$ cat config.mk
export PLATFORM = sky130hd
export DESIGN_NAME = fsc_sram
export DESIGN_NICKNAME = d
export VERILOG_FILES = /design/src/hdl/fsc_fifo.v /design/src/hdl/fsc_burst.v /design/src/hdl/fsc_sram.v
export VERILOG_INCLUDE_DIRS = /design/src /design/src/hdl
export SDC_FILE = /design/constraint.sdc
export NUM_CORES = 2
export LEC_CHECK = 0
export ABC_AREA = 1
export BUFFER_PORTS_ARGS = -buffer_cell sky130_fd_sc_hd__buf_2
export CORE_AREA = 4 4 515 517
export DETAILED_ROUTE_END_ITERATION = 7
export DIE_AREA = 0 0 519 521
export PLACE_DENSITY = 0.68
export SYNTH_ARGS = -nofsm -noshare
export SYNTH_HDL_FRONTEND = slang
export SYNTH_SLANG_ARGS = --single-unit
$ cat constraint.sdc
create_clock -name i_clk -period 3.6 [get_ports i_clk]
set_input_delay 0.36 -clock i_clk [delete_from_list [all_inputs] [get_ports i_clk]]
set_output_delay 0.36 -clock i_clk [all_outputs]
set_load 0.01 [all_outputs]
$ cat src/hdl/fsc_map.vh
// Constants for the flow-through burst SRAM cycle control block.
`ifndef FSC_MAP_VH
`define FSC_MAP_VH

// Array size: address bits kept small so the flip-flop array is practical.
`define FSC_AW                 6
// One byte lane is eight data bits plus its parity bit.
`define FSC_LANE_W             9
`define FSC_LANES_WIDE         4
`define FSC_LANES_NARROW       2
// Burst counter width; four beats per loaded address.
`define FSC_BEAT_W             2
`define FSC_BEAT_ZERO          2'h0
`define FSC_BEAT_STEP          2'h1
// Burst order select levels.
`define FSC_MODE_LINEAR        1'b0
`define FSC_MODE_INTERLEAVED   1'b1
// Write data FIFO geometry.
`define FSC_FIFO_DEPTH         16
`define FSC_FIFO_PW            4
// Clock period and sleep timing, the times in clock periods.
`define FSC_CLK_PERIOD_NS      10
`define FSC_SLEEP_ENTRY_TCYC   2
`define FSC_SLEEP_EXIT_TCYC    2
`define FSC_SLEEP_ENTRY_CYC    ((`FSC_SLEEP_ENTRY_TCYC * `FSC_CLK_PERIOD_NS) / `FSC_CLK_PERIOD_NS)
`define FSC_SLEEP_EXIT_CYC     ((`FSC_SLEEP_EXIT_TCYC * `FSC_CLK_PERIOD_NS) / `FSC_CLK_PERIOD_NS)
// Sleep sequencer states and their reset value.
`define FSC_SL_AWAKE           2'h0
`define FSC_SL_ENTER           2'h1
`define FSC_SL_ASLEEP          2'h2
`define FSC_SL_EXIT            2'h3

`endif

$ cat src/hdl/fsc_fifo.v
// Parameterised flip-flop FIFO with valid and ready on both sides.
`timescale 1ns/1ps
module fsc_fifo #(
  parameter W     = 46,
  parameter DEPTH = 16,
  parameter PW    = 4
) (
  input  wire         i_clk,
  input  wire         i_rst,
  input  wire         i_valid,
  output wire         o_ready,
  input  wire [W-1:0] i_data,
  output wire         o_valid,
  input  wire         i_ready,
  output wire [W-1:0] o_data
);

  reg [W-1:0] mem [0:DEPTH-1];
  reg [PW:0]  wr_ptr_q;
  reg [PW:0]  rd_ptr_q;
  wire        full;
  wire        empty;
  wire        push;
  wire        pop;

  // Full when the pointers differ only in the wrap bit.
  assign full    = (wr_ptr_q[PW] != rd_ptr_q[PW]) &&
                   (wr_ptr_q[PW-1:0] == rd_ptr_q[PW-1:0]);
  assign empty   = (wr_ptr_q == rd_ptr_q);
  assign o_ready = ~full;
  assign o_valid = ~empty;
  assign push    = i_valid & ~full;
  assign pop     = i_ready & ~empty;
  assign o_data  = mem[rd_ptr_q[PW-1:0]];

  // Pointer update.
  always @(posedge i_clk)
  begin
    if (i_rst)
    begin
      wr_ptr_q <= {(PW+1){1'b0}};
      rd_ptr_q <= {(PW+1){1'b0}};
    end
    else
    begin
      if (push)
        wr_ptr_q <= wr_ptr_q + {{PW{1'b0}}, 1'b1};
      if (pop)
        rd_ptr_q <= rd_ptr_q + {{PW{1'b0}}, 1'b1};
    end
  end

  // Storage write, no reset needed on the data.
  always @(posedge i_clk)
  begin
    if (push)
      mem[wr_ptr_q[PW-1:0]] <= i_data;
  end

endmodule

$ cat src/hdl/fsc_burst.v
// Burst address sequencer for the two low address bits.
`timescale 1ns/1ps
`include "fsc_map.vh"
module fsc_burst (
  input  wire [1:0] i_start,
  input  wire [1:0] i_beat,
  input  wire       i_burst_mode,
  output wire [1:0] o_low
);

  // Interleaved order XORs the start with the beat count, linear adds.
  assign o_low = (i_burst_mode == `FSC_MODE_INTERLEAVED) ?
                 (i_start ^ i_beat) :
                 (i_start + i_beat);

endmodule

$ cat src/hdl/fsc_sram.v
// Cycle control and storage of a flow-through burst SRAM.
//
// Operation
// - All enables not active on a load deselects; data pins float next.
// - Clock qualify high freezes the burst, pipeline and read state for that edge.
// - Load with enables active and write strobe high begins a read.
// - Load with write strobe low begins a write; data two clocks later.
// - Advance after a read continues the read at the next address.
// - Advance after a write continues the write at the next address.
// - Interleaved order steps the low bits as start XOR beat count.
// - Linear order counts the low bits upward modulo four.
// - Each active-low lane select writes its own nine-bit lane.
// - A write with no lanes selected completes and alters nothing.
// - The write strobe alone decides the access type; lane selects only mask the write.
// - Data pins driven only by the current cycle and the output gate.
// - After reset the device is deselected with data pins floating.
// - Sleep request enters and leaves sleep in two clocks each.
// - Stored contents are kept intact while sleeping.
// - Accesses pending at sleep entry may be dropped.
// - Burst mode low selects linear order, high selects interleaved.
// - One loaded address serves four beats, wrapping in its group.
`timescale 1ns/1ps
`include "fsc_map.vh"
module fsc_sram #(
  parameter LANES = `FSC_LANES_WIDE
) (
  input  wire                         i_clk,
  input  wire                         i_rst,
  input  wire [`FSC_AW-1:0]           i_addr,
  input  wire                         i_ce1_n,
  input  wire                         i_ce2,
  input  wire                         i_ce3_n,
  input  wire                         i_clk_qualify_n,
  input  wire                         i_advance_or_load,
  input  wire                         i_we_n,
  input  wire [LANES-1:0]             i_byte_lane_selects_n,
  input  wire                         i_burst_mode,
  input  wire                         i_oe_n,
  input  wire                         i_sleep_request,
  input  wire [LANES*`FSC_LANE_W-1:0] i_dq,
  output wire [LANES*`FSC_LANE_W-1:0] o_dq,
  output wire                         o_dq_oe_n,
  output reg                          o_sleeping,
  output wire                         o_wr_ready
);

  localparam DW  = LANES * `FSC_LANE_W;
  localparam AW  = `FSC_AW;
  localparam FW  = AW + LANES + DW;
  localparam NW  = 1 << AW;
  // Last count of each sleep phase, cut to the counter width on purpose.
  localparam integer ENTRY_CNT = `FSC_SLEEP_ENTRY_CYC - 1;
  localparam integer EXIT_CNT  = `FSC_SLEEP_EXIT_CYC - 1;
  localparam [1:0] ENTRY_LAST = ENTRY_CNT[1:0];
  localparam [1:0] EXIT_LAST  = EXIT_CNT[1:0];

  // Synchronisers for the two asynchronous inputs.
  reg           oe_s1_q;
  reg           oe_s2_q;
  reg           zz_s1_q;
  reg           zz_s2_q;
  // Sleep sequencer.
  reg [1:0]     sl_state_q;
  reg [1:0]     sl_cnt_q;
  // Burst tracking.
  reg           burst_live_q;
  reg           wr_type_q;
  reg [AW-1:0]  base_q;
  reg [1:0]     beat_q;
  // Two-stage command pipeline for the delayed write data.
  reg           s1_valid_q;
  reg           s1_wr_q;
  reg [AW-1:0]  s1_addr_q;
  reg [LANES-1:0] s1_lanes_q;
  reg           s2_valid_q;
  reg           s2_wr_q;
  reg [AW-1:0]  s2_addr_q;
  reg [LANES-1:0] s2_lanes_q;
  // Read data path.
  reg           rd_q;
  reg [DW-1:0]  rdata_q;
  // Storage array.
  reg [DW-1:0]  mem [0:NW-1];

  wire          awake;
  wire          tick;
  wire          all_ce;
  wire          load;
  wire          issue;
  wire          issue_wr;
  wire          issue_rd;
  wire [1:0]    beat_nxt;
  wire [1:0]    burst_low;
  wire [AW-1:0] cur_addr;
  wire          push;
  wire [FW-1:0] push_data;
  wire          drain_valid;
  wire          drain_ready;
  wire [FW-1:0] drain_data;
  wire [AW-1:0] drain_addr;
  wire [LANES-1:0] drain_lanes;
  wire [DW-1:0] drain_word;
  integer       k;

  // Both asynchronous inputs pass two flip-flops first.
  always @(posedge i_clk)
  begin
    if (i_rst)
    begin
      oe_s1_q <= 1'b1;
      oe_s2_q <= 1'b1;
      zz_s1_q <= 1'b0;
      zz_s2_q <= 1'b0;
    end
    else
    begin
      oe_s1_q <= i_oe_n;
      oe_s2_q <= oe_s1_q;
      zz_s1_q <= i_sleep_request;
      zz_s2_q <= zz_s1_q;
    end
  end

  // Sleep sequencer: two clocks to enter and two clocks to leave.
  always @(posedge i_clk)
  begin
    if (i_rst)
    begin
      sl_state_q <= `FSC_SL_AWAKE;
      sl_cnt_q   <= 2'h0;
      o_sleeping <= 1'b0;
    end
    else
    begin
      case (sl_state_q)
        `FSC_SL_AWAKE:
        begin
          sl_cnt_q <= 2'h0;
          if (zz_s2_q)
            sl_state_q <= `FSC_SL_ENTER;
        end
        `FSC_SL_ENTER:
        begin
          sl_cnt_q <= sl_cnt_q + 2'h1;
          if (sl_cnt_q == ENTRY_LAST)
          begin
            sl_state_q <= `FSC_SL_ASLEEP;
            o_sleeping <= 1'b1;
            sl_cnt_q   <= 2'h0;
          end
        end
        `FSC_SL_ASLEEP:
        begin
          if (!zz_s2_q)
          begin
            sl_state_q <= `FSC_SL_EXIT;
            o_sleeping <= 1'b0;
          end
        end
        `FSC_SL_EXIT:
        begin
          sl_cnt_q <= sl_cnt_q + 2'h1;
          if (sl_cnt_q == EXIT_LAST)
          begin
            sl_state_q <= `FSC_SL_AWAKE;
            sl_cnt_q   <= 2'h0;
          end
        end
        default:
        begin
          sl_state_q <= `FSC_SL_AWAKE;
          sl_cnt_q   <= 2'h0;
          o_sleeping <= 1'b0;
        end
      endcase
    end
  end

  // An edge counts only when qualified and the device is fully awake.
  assign awake    = (sl_state_q == `FSC_SL_AWAKE);
  assign tick     = ~i_clk_qualify_n & awake;
  assign all_ce   = ~i_ce1_n & i_ce2 & ~i_ce3_n;
  assign load     = ~i_advance_or_load;

  // Access decode: a load needs every enable, an advance a live burst.
  assign issue    = tick & (load ? all_ce : burst_live_q);
  assign issue_wr = load ? ~i_we_n : wr_type_q;
  assign issue_rd = issue & ~issue_wr;

  // Next beat wraps inside the aligned group of four.
  assign beat_nxt = beat_q + `FSC_BEAT_STEP;

  fsc_burst u_burst (
    .i_start      (base_q[1:0]),
    .i_beat       (beat_nxt),
    .i_burst_mode (i_burst_mode),
    .o_low        (burst_low)
  );

  // Loads use the pins; advances keep the upper bits and step the low bits.
  assign cur_addr = load ? i_addr : {base_q[AW-1:2], burst_low};

  // Burst tracking, frozen on suspended edges and cleared by sleep.
  always @(posedge i_clk)
  begin
    if (i_rst || (sl_state_q == `FSC_SL_ENTER))
    begin
      burst_live_q <= 1'b0;
      wr_type_q    <= 1'b0;
      base_q       <= {AW{1'b0}};
      beat_q       <= `FSC_BEAT_ZERO;
    end
    else if (tick)
    begin
      if (load)
      begin
        burst_live_q <= all_ce;
        base_q       <= i_addr;
        beat_q       <= `FSC_BEAT_ZERO;
        wr_type_q    <= ~i_we_n;
      end
      else if (burst_live_q)
      begin
        // The start stays loaded; only the beat count steps.
        beat_q <= beat_nxt;
      end
    end
  end

  // Command pipeline; the write data is taken two counted edges later.
  always @(posedge i_clk)
  begin
    if (i_rst || !awake)
    begin
      s1_valid_q <= 1'b0;
      s1_wr_q    <= 1'b0;
      s1_addr_q  <= {AW{1'b0}};
      s1_lanes_q <= {LANES{1'b0}};
      s2_valid_q <= 1'b0;
      s2_wr_q    <= 1'b0;
      s2_addr_q  <= {AW{1'b0}};
      s2_lanes_q <= {LANES{1'b0}};
    end
    else if (tick)
    begin
      s1_valid_q <= issue;
      s1_wr_q    <= issue_wr;
      s1_addr_q  <= cur_addr;
      s1_lanes_q <= ~i_byte_lane_selects_n;
      s2_valid_q <= s1_valid_q;
      s2_wr_q    <= s1_wr_q;
      s2_addr_q  <= s1_addr_q;
      s2_lanes_q <= s1_lanes_q;
    end
  end

  // Capture the write beat into the FIFO, even when no lane is selected.
  assign push      = tick & s2_valid_q & s2_wr_q;
  assign push_data = {s2_addr_q, s2_lanes_q, i_dq};

  fsc_fifo #(
    .W     (FW),
    .DEPTH (`FSC_FIFO_DEPTH),
    .PW    (`FSC_FIFO_PW)
  ) u_wr_fifo (
    .i_clk   (i_clk),
    .i_rst   (i_rst),
    .i_valid (push),
    .o_ready (o_wr_ready),
    .i_data  (push_data),
    .o_valid (drain_valid),
    .i_ready (drain_ready),
    .o_data  (drain_data)
  );

  // The single array port serves a read first; nothing drains in sleep.
  assign drain_ready = ~issue_rd & ~o_sleeping;
  assign drain_addr  = drain_data[FW-1 -: AW];
  assign drain_lanes = drain_data[DW +: LANES];
  assign drain_word  = drain_data[DW-1:0];

  // Lane-masked array write; unselected lanes keep their contents.
  always @(posedge i_clk)
  begin
    if (drain_valid && drain_ready)
    begin
      for (k = 0; k < LANES; k = k + 1)
      begin
        if (drain_lanes[k])
          mem[drain_addr][k*`FSC_LANE_W +: `FSC_LANE_W] <=
            drain_word[k*`FSC_LANE_W +: `FSC_LANE_W];
      end
    end
  end

  // Read data is registered at the access edge and held until the next.
  always @(posedge i_clk)
  begin
    if (i_rst || !awake)
    begin
      rd_q    <= 1'b0;
      rdata_q <= {DW{1'b0}};
    end
    else if (tick)
    begin
      rd_q <= issue_rd;
      if (issue_rd)
        rdata_q <= mem[cur_addr];
    end
  end

  // Pins drive only during a read cycle with the output gate low.
  assign o_dq      = rdata_q;
  assign o_dq_oe_n = ~(rd_q & ~oe_s2_q);

endmodule

Yosys cells after proc, flatten, opt, wreduce, memory -nomap -nowiden
Memory sizes are Yosys's and may differ from the RTL's. A register that Yosys moved wholly into a read port is not among the register bits.
Cells that the tools add are included.
{"block": "op_classes", "addsub": 5, "n_mul": 0, "div_mod_pow": 0, "magnitude_cmp": 0, "eq_ne": 12, "shifts": 0, "n_mux": 32, "n_bitwise": 25, "reduce_logical": 14}
{"cell": "$mux 1", "count": 18}
{"cell": "$mux 2", "count": 8}
{"cell": "$not 1->1", "count": 12}
{"cell": "$and 1x1->1", "count": 11}
{"cell": "$add 5x1->5 const B", "count": 2}
{"cell": "$mux 4", "count": 2}
{"cell": "$ne 2x2->1 const B", "count": 4}
{"cell": "$pmux 2 s4", "count": 1}
{"cell": "$mux 6", "count": 1}
{"cell": "$reduce_and 2->1", "count": 3}
{"cell": "$eq 5x5->1", "count": 1}
{"cell": "$add 2x1->2 const B", "count": 2}
{"cell": "$eq 2x1->1 const B", "count": 2}
{"cell": "$eq 2x2->1 const B", "count": 2}
{"cell": "$eq 4x4->1", "count": 1}
{"cell": "$not 4->4", "count": 1}
{"cell": "$pmux 2 s2", "count": 1}
{"cell": "$reduce_and 4->1", "count": 1}
{"cell": "$reduce_bool 2->1", "count": 2}
{"cell": "$reduce_and 3->1", "count": 1}
{"cell": "$add 2x2->2", "count": 1}
{"cell": "$logic_and 1x1->1", "count": 2}
{"cell": "$logic_not 2->1", "count": 1}
{"cell": "$logic_or 1x1->1", "count": 2}
{"cell": "6 further kinds", "count": 6}
{"block": "word_totals", "register_bits": 54, "latch_bits": 0, "ram_bits": 3040, "rom_bits": 0, "out_inout_bits": 39, "wordCells": 112, "n_memories": 2}
{"name": "mem", "words": 64, "word_bits": 36, "rd": 1, "rd_ports_with_merged_regs": 1, "wr": 1, "line": "fsc_sram.v:83", "source": "reg [DW-1:0] mem [0:NW-1];"}
{"name": "u_wr_fifo.mem", "words": 16, "word_bits": 46, "rd": 1, "rd_ports_with_merged_regs": 1, "wr": 1, "line": "fsc_fifo.v:18", "source": "reg [W-1:0] mem [0:DEPTH-1];"}

Depth between registers and ports, before layout
{"block": "logic_depth", "ltp_word": 11, "mapped_depth": 19, "mapped_depth_nobuf": 17}

Modules after synthesis
Synthesis repeated with hierarchy kept, for this count alone.
{"block": "hier_totals", "cells_unflattened": 12714, "hier_area_um2": 135377.3}
{"mod": "fsc_sram", "instances": 1, "cells_per_inst": 10249, "area_each_um2": 104172.4, "seq_area_each_um2": 70787.9}
{"mod": "fsc_fifo", "instances": 1, "cells_per_inst": 2449, "area_each_um2": 31131.1, "seq_area_each_um2": 22381.5}
{"mod": "fsc_burst", "instances": 1, "cells_per_inst": 16, "area_each_um2": 73.8, "seq_area_each_um2": 0.0}

Worst setup path after synthesis
Ideal clock, no wire load.
{"block": "synth_timing", "path_type": "flip-flop to flip-flop", "startpoint": "register sl_state_q[0]", "endpoint": "memory u_wr_fifo.mem[15][0] (enable)", "setup_time_ps": 452, "arrival_ps": 3194, "required_time_ps": 3148, "slack_ps": -46, "stages_incl_launch_ff": 9, "period_less_slack_ps": 3646, "cell_sequence": "dfxtp_1 -> inv_1 -> ha_1 -> nand2_1 -> nor3_1 -> nand2_1 -> inv_1 -> nand2_1 -> nor2_1"}
{"block": "synth_via", "elab_chain_cells": 7}
{"item": "start, declared", "line": "fsc_sram.v:63", "source": "reg [1:0] sl_state_q;"}
{"item": "start signal, assigned", "line": "fsc_sram.v:129", "source": "sl_state_q <= `FSC_SL_AWAKE;"}
{"item": "start signal, assigned", "line": "fsc_sram.v:140", "source": "sl_state_q <= `FSC_SL_ENTER;"}
{"item": "start signal, assigned", "line": "fsc_sram.v:147", "source": "sl_state_q <= `FSC_SL_ASLEEP;"}
{"item": "$logic_not 2->1"}
{"item": "$and 1x1->1", "line": "fsc_sram.v:181", "source": "assign tick = ~i_clk_qualify_n & awake;"}
{"item": "$and 1x1->1 (2 in a row)", "line": "fsc_sram.v:258", "source": "assign push = tick & s2_valid_q & s2_wr_q;"}
{"item": "$and 1x1->1", "line": "fsc_fifo.v:32", "source": "assign push = i_valid & ~full;"}
{"item": "$mux 1", "line": "fsc_fifo.v:56", "source": "if (push)"}
{"item": "$mux 1 (implied by the code)", "line": "fsc_fifo.v:57", "source": "mem[wr_ptr_q[PW-1:0]] <= i_data;"}
{"item": "end, declared", "line": "fsc_fifo.v:18"}
Every way passes these cells.

==> flow_summary.json <==
{
  "cts.sinks": 3134,
  "dp_slack_ns": 0.0302,
  "run_status": "finished clean",
  "whs_ns": 0.144,
  "slew_viol_final": 0,
  "grt_pass1_vias": 85800,
  "fin_crit_ns": 3.49,
  "ant_nets": 0,
  "routed_via_density": 5.83,
  "yosysTopAreaCellShare": 0.703,
  "crit_required_ns": 4.23,
  "crit_fanout": 49,
  "yosys-top-cells-area": "edfxtp_1 (70%), nand2_1 (10%), nand3_1 (5.9%)",
  "drc": 0,
  "synthFlopType": "edfxtp_1",
  "netlist_instances": 11300,
  "path_class": "flip-flop to flip-flop",
  "peakVddDrop_mv": 0.554,
  "via_count": 89800,
  "cts_setup_buffers": 0,
  "hold_viol_final": 0,
  "fp.dieW_um": 519,
  "die_area_um2": 270000,
  "grt_first_pass_wirelength_mm": 553,
  "nFillCells": 20600,
  "setup_violations": 0,
  "async_flop_share": 0,
  "critical_path.cell_chain": "inv_8 > o21ai_0 > o221ai_1 > nand3_1 > nand2_1 > nand2_1 > nor2_2 > nand2_2 > buf_4 > nor2_1 > buf_4",
  "syn_area_um2": 130000,
  "arrival_ns": 4.12,
  "core-area_um2": 261000,
  "tightestPinTransition_ns": 1.30,
  "die-height_um": 521,
  "crit_path_top_delay_cell": "dfxtp_4",
  "min_period_over_period": 0.969,
  "hpwlAfterDp_mm": 228,
  "portBuffers": 95,
  "place_congestion": 0.929,
  "initial_core_util": 0.497,
  "area_growth_pct": 15.7,
  "cp_slowest_stage_delay_ns": 0.44,
  "synth_cell_types": 50,
  "seq_area_frac_synth": 0.718,
  "powerDensity_nw_per_um2": 653,
  "clock_latency_ns": 0.95,
  "yosys-top-cells-count": "nand2_1 (3630), edfxtp_1 (3040), nand3_1 (1537), nor2_1 (642), buf_2 (425)",
  "slew-limit-headroom": 0.132,
  "placementRows": 188,
  "fin_ws_ns": 0.110,
  "yosysTopAreaCell": "edfxtp_1",
  "clockBufferDepth": 4,
  "post-synth-top-count-cell": "nand2_1",
  "grt_usage": 0.272,
  "syn_nets": 11400,
  "synth_edf_count": 3040,
  "yosysWarnings": 0,
  "finalNetCount": 11800,
  "wl_mm": 375,
  "rsz0062_at_grt": "yes",
  "clockRootBuffer": "clkbuf_16",
  "htree_levels": 5,
  "synth-seq-cells": 3134,
  "cellLeakagePower_uw": 0.0560,
  "drtPass1Iterations": 6,
  "drt_iter0_markers": 12300,
  "fin_setup_tns_ns": 0,
  "worstSetupStartpointType": "flip-flop",
  "worst_clock_skew_ns": 0.0427,
  "antenna_found_initial": 28,
  "hp-class": "primary input to flip-flop",
  "io_pins": 96,
  "end_kind": "flip-flop",
  "r2r_cells": 11,
  "gr-total-overflow": 0,
  "clk_pin_slew_ns": 0.06,
  "grt_start_max_net_pins": 180,
  "wire_per_inst_um": 24.4,
  "synth_area_per_cell_um2": 11.5,
  "cts_tree": "done",
  "layout-drive-gt1-share": 0.117,
  "max_cap_violations": 0,
  "numCtsBuffers": 332,
  "whs_path_depth": 3,
  "clock.fmax_mhz": 287
}
==> final timing paths <==
| path | from | slack (ns) | to |
|---|---|---|---|
| hold reg to reg | zz_s1_q | 0.40 | zz_s2_q |
| setup / recovery | flip-flop | 0.11 | mem[38][18] |
| hold / removal | i_byte_lane_selects_n[3] | 0.14 | s1_lanes_q[3] |
| setup reg to reg | flip-flop | 0.11 | mem[38][18] |
==> routing by layer <==
metal,wire length [µm],up-vias,global-route usage,share of wire
li1,-,40300,-,-
met1,146000,43400,0.376,0.39
met2,170000,5245,0.419,0.45
met3,41000,862,0.0535,0.11
met4,18400,10,0.123,0.049
met5,62,-,0,0.00017
==> worst max-delay path: cells and delay by family, from the launching register on <==
family	cells	cell delay [ns]
AOI/OAI and AO/OA	2	0.39
and+or+nand+nor	6	1.56
buffers and inverters	3	0.77
DFF	1	0.44
==> state kept, by name, summed over array words and instances, names as in the netlist, 5 cells and up, named ones only <==
| register | count |
|---|---|
| mem | 2304 |
| u_wr_fifo.mem | 736 |
| o_dq | 36 |
| base_q | 6 |
| s1_addr_q | 6 |
| s2_addr_q | 6 |
| u_wr_fifo.rd_ptr_q | 5 |
| u_wr_fifo.wr_ptr_q | 5 |
==> placed cells by master, fill, tap and decap left out, types with 70 or more instances in the layout <==
cell | synthesis | routed
nand2_1 | 3630 | 3586
edfxtp_1 | 3040 | 3040
nand3_1 | 1537 | 1537
nor2_1 | 642 | 620
buf_4 | 22 | 477
o21ai_0 | 400 | 397
inv_1 | 393 | 390
clkbuf_16 | 0 | 339
buf_12 | 0 | 209
nand4_1 | 181 | 181
o221ai_1 | 131 | 131
a21oi_1 | 102 | 102
nand3b_1 | 96 | 96
buf_2 | 425 | 95
dfxtp_1 | 94 | 90
mux2i_1 | 74 | 74
clkbuf_1 | 215 | 70
==> report_power, final <==
part           internal [µW]  total [µW]  leakage, µW  switching, µW
clock                  19400       33100      0.00508          13700
sequential             44000       44300       0.0281            261
combinational           5660       20800       0.0228          15100
==> metrics by stage <==
stage | total power (µW) | utilization | area [µm²] | std cells
finish | 98200 | 0.575 | 150000 | 15400
global route | 101000 | 0.575 | 150000 | 15400
CTS | 98100 | 0.575 | 150000 | 15400
detailed placement | 65400 | 0.533 | 139000 | 14700
global placement | 65000 | 0.533 | 139000 | 14700
floorplan | 54900 | - | 130000 | 11300
==> cell families after synthesis <==
family	after synthesis	synth area share
buffers and inverters	1158	0.0394
adders and majority gates	12	0.00116
DFF	3134	0.718
and+or+nand+nor	6158	0.201
AOI/OAI and AO/OA	746	0.0343
muxes	74	0.00571
xor gates and xnor gates	5	0.000337
==> area by class of cell <==
type | count | area (µm²) | area share
Inverter | 409 | 1570 | 0.0105
Timing Repair Buffer | 841 | 8860 | 0.0590
Clock inverter | 153 | 1460 | 0.00973
Clock buffer | 423 | 8940 | 0.0595
Antenna cell | 29 | 72.6 | 0.000483
Multi-Input combinational cell | 6995 | 31800 | 0.212
Tap cell | 3420 | 4280 | 0.0285
Sequential cell | 3134 | 93200 | 0.620
==> timing repair <==
action                                 4_1_cts  5_1_grt
hold buffers                                59        0
setup endpoints to repair                    0      666
endpoints found under the hold margin      622        0
gates resized for setup                      0       20
(Power assumes the default switching activity.)
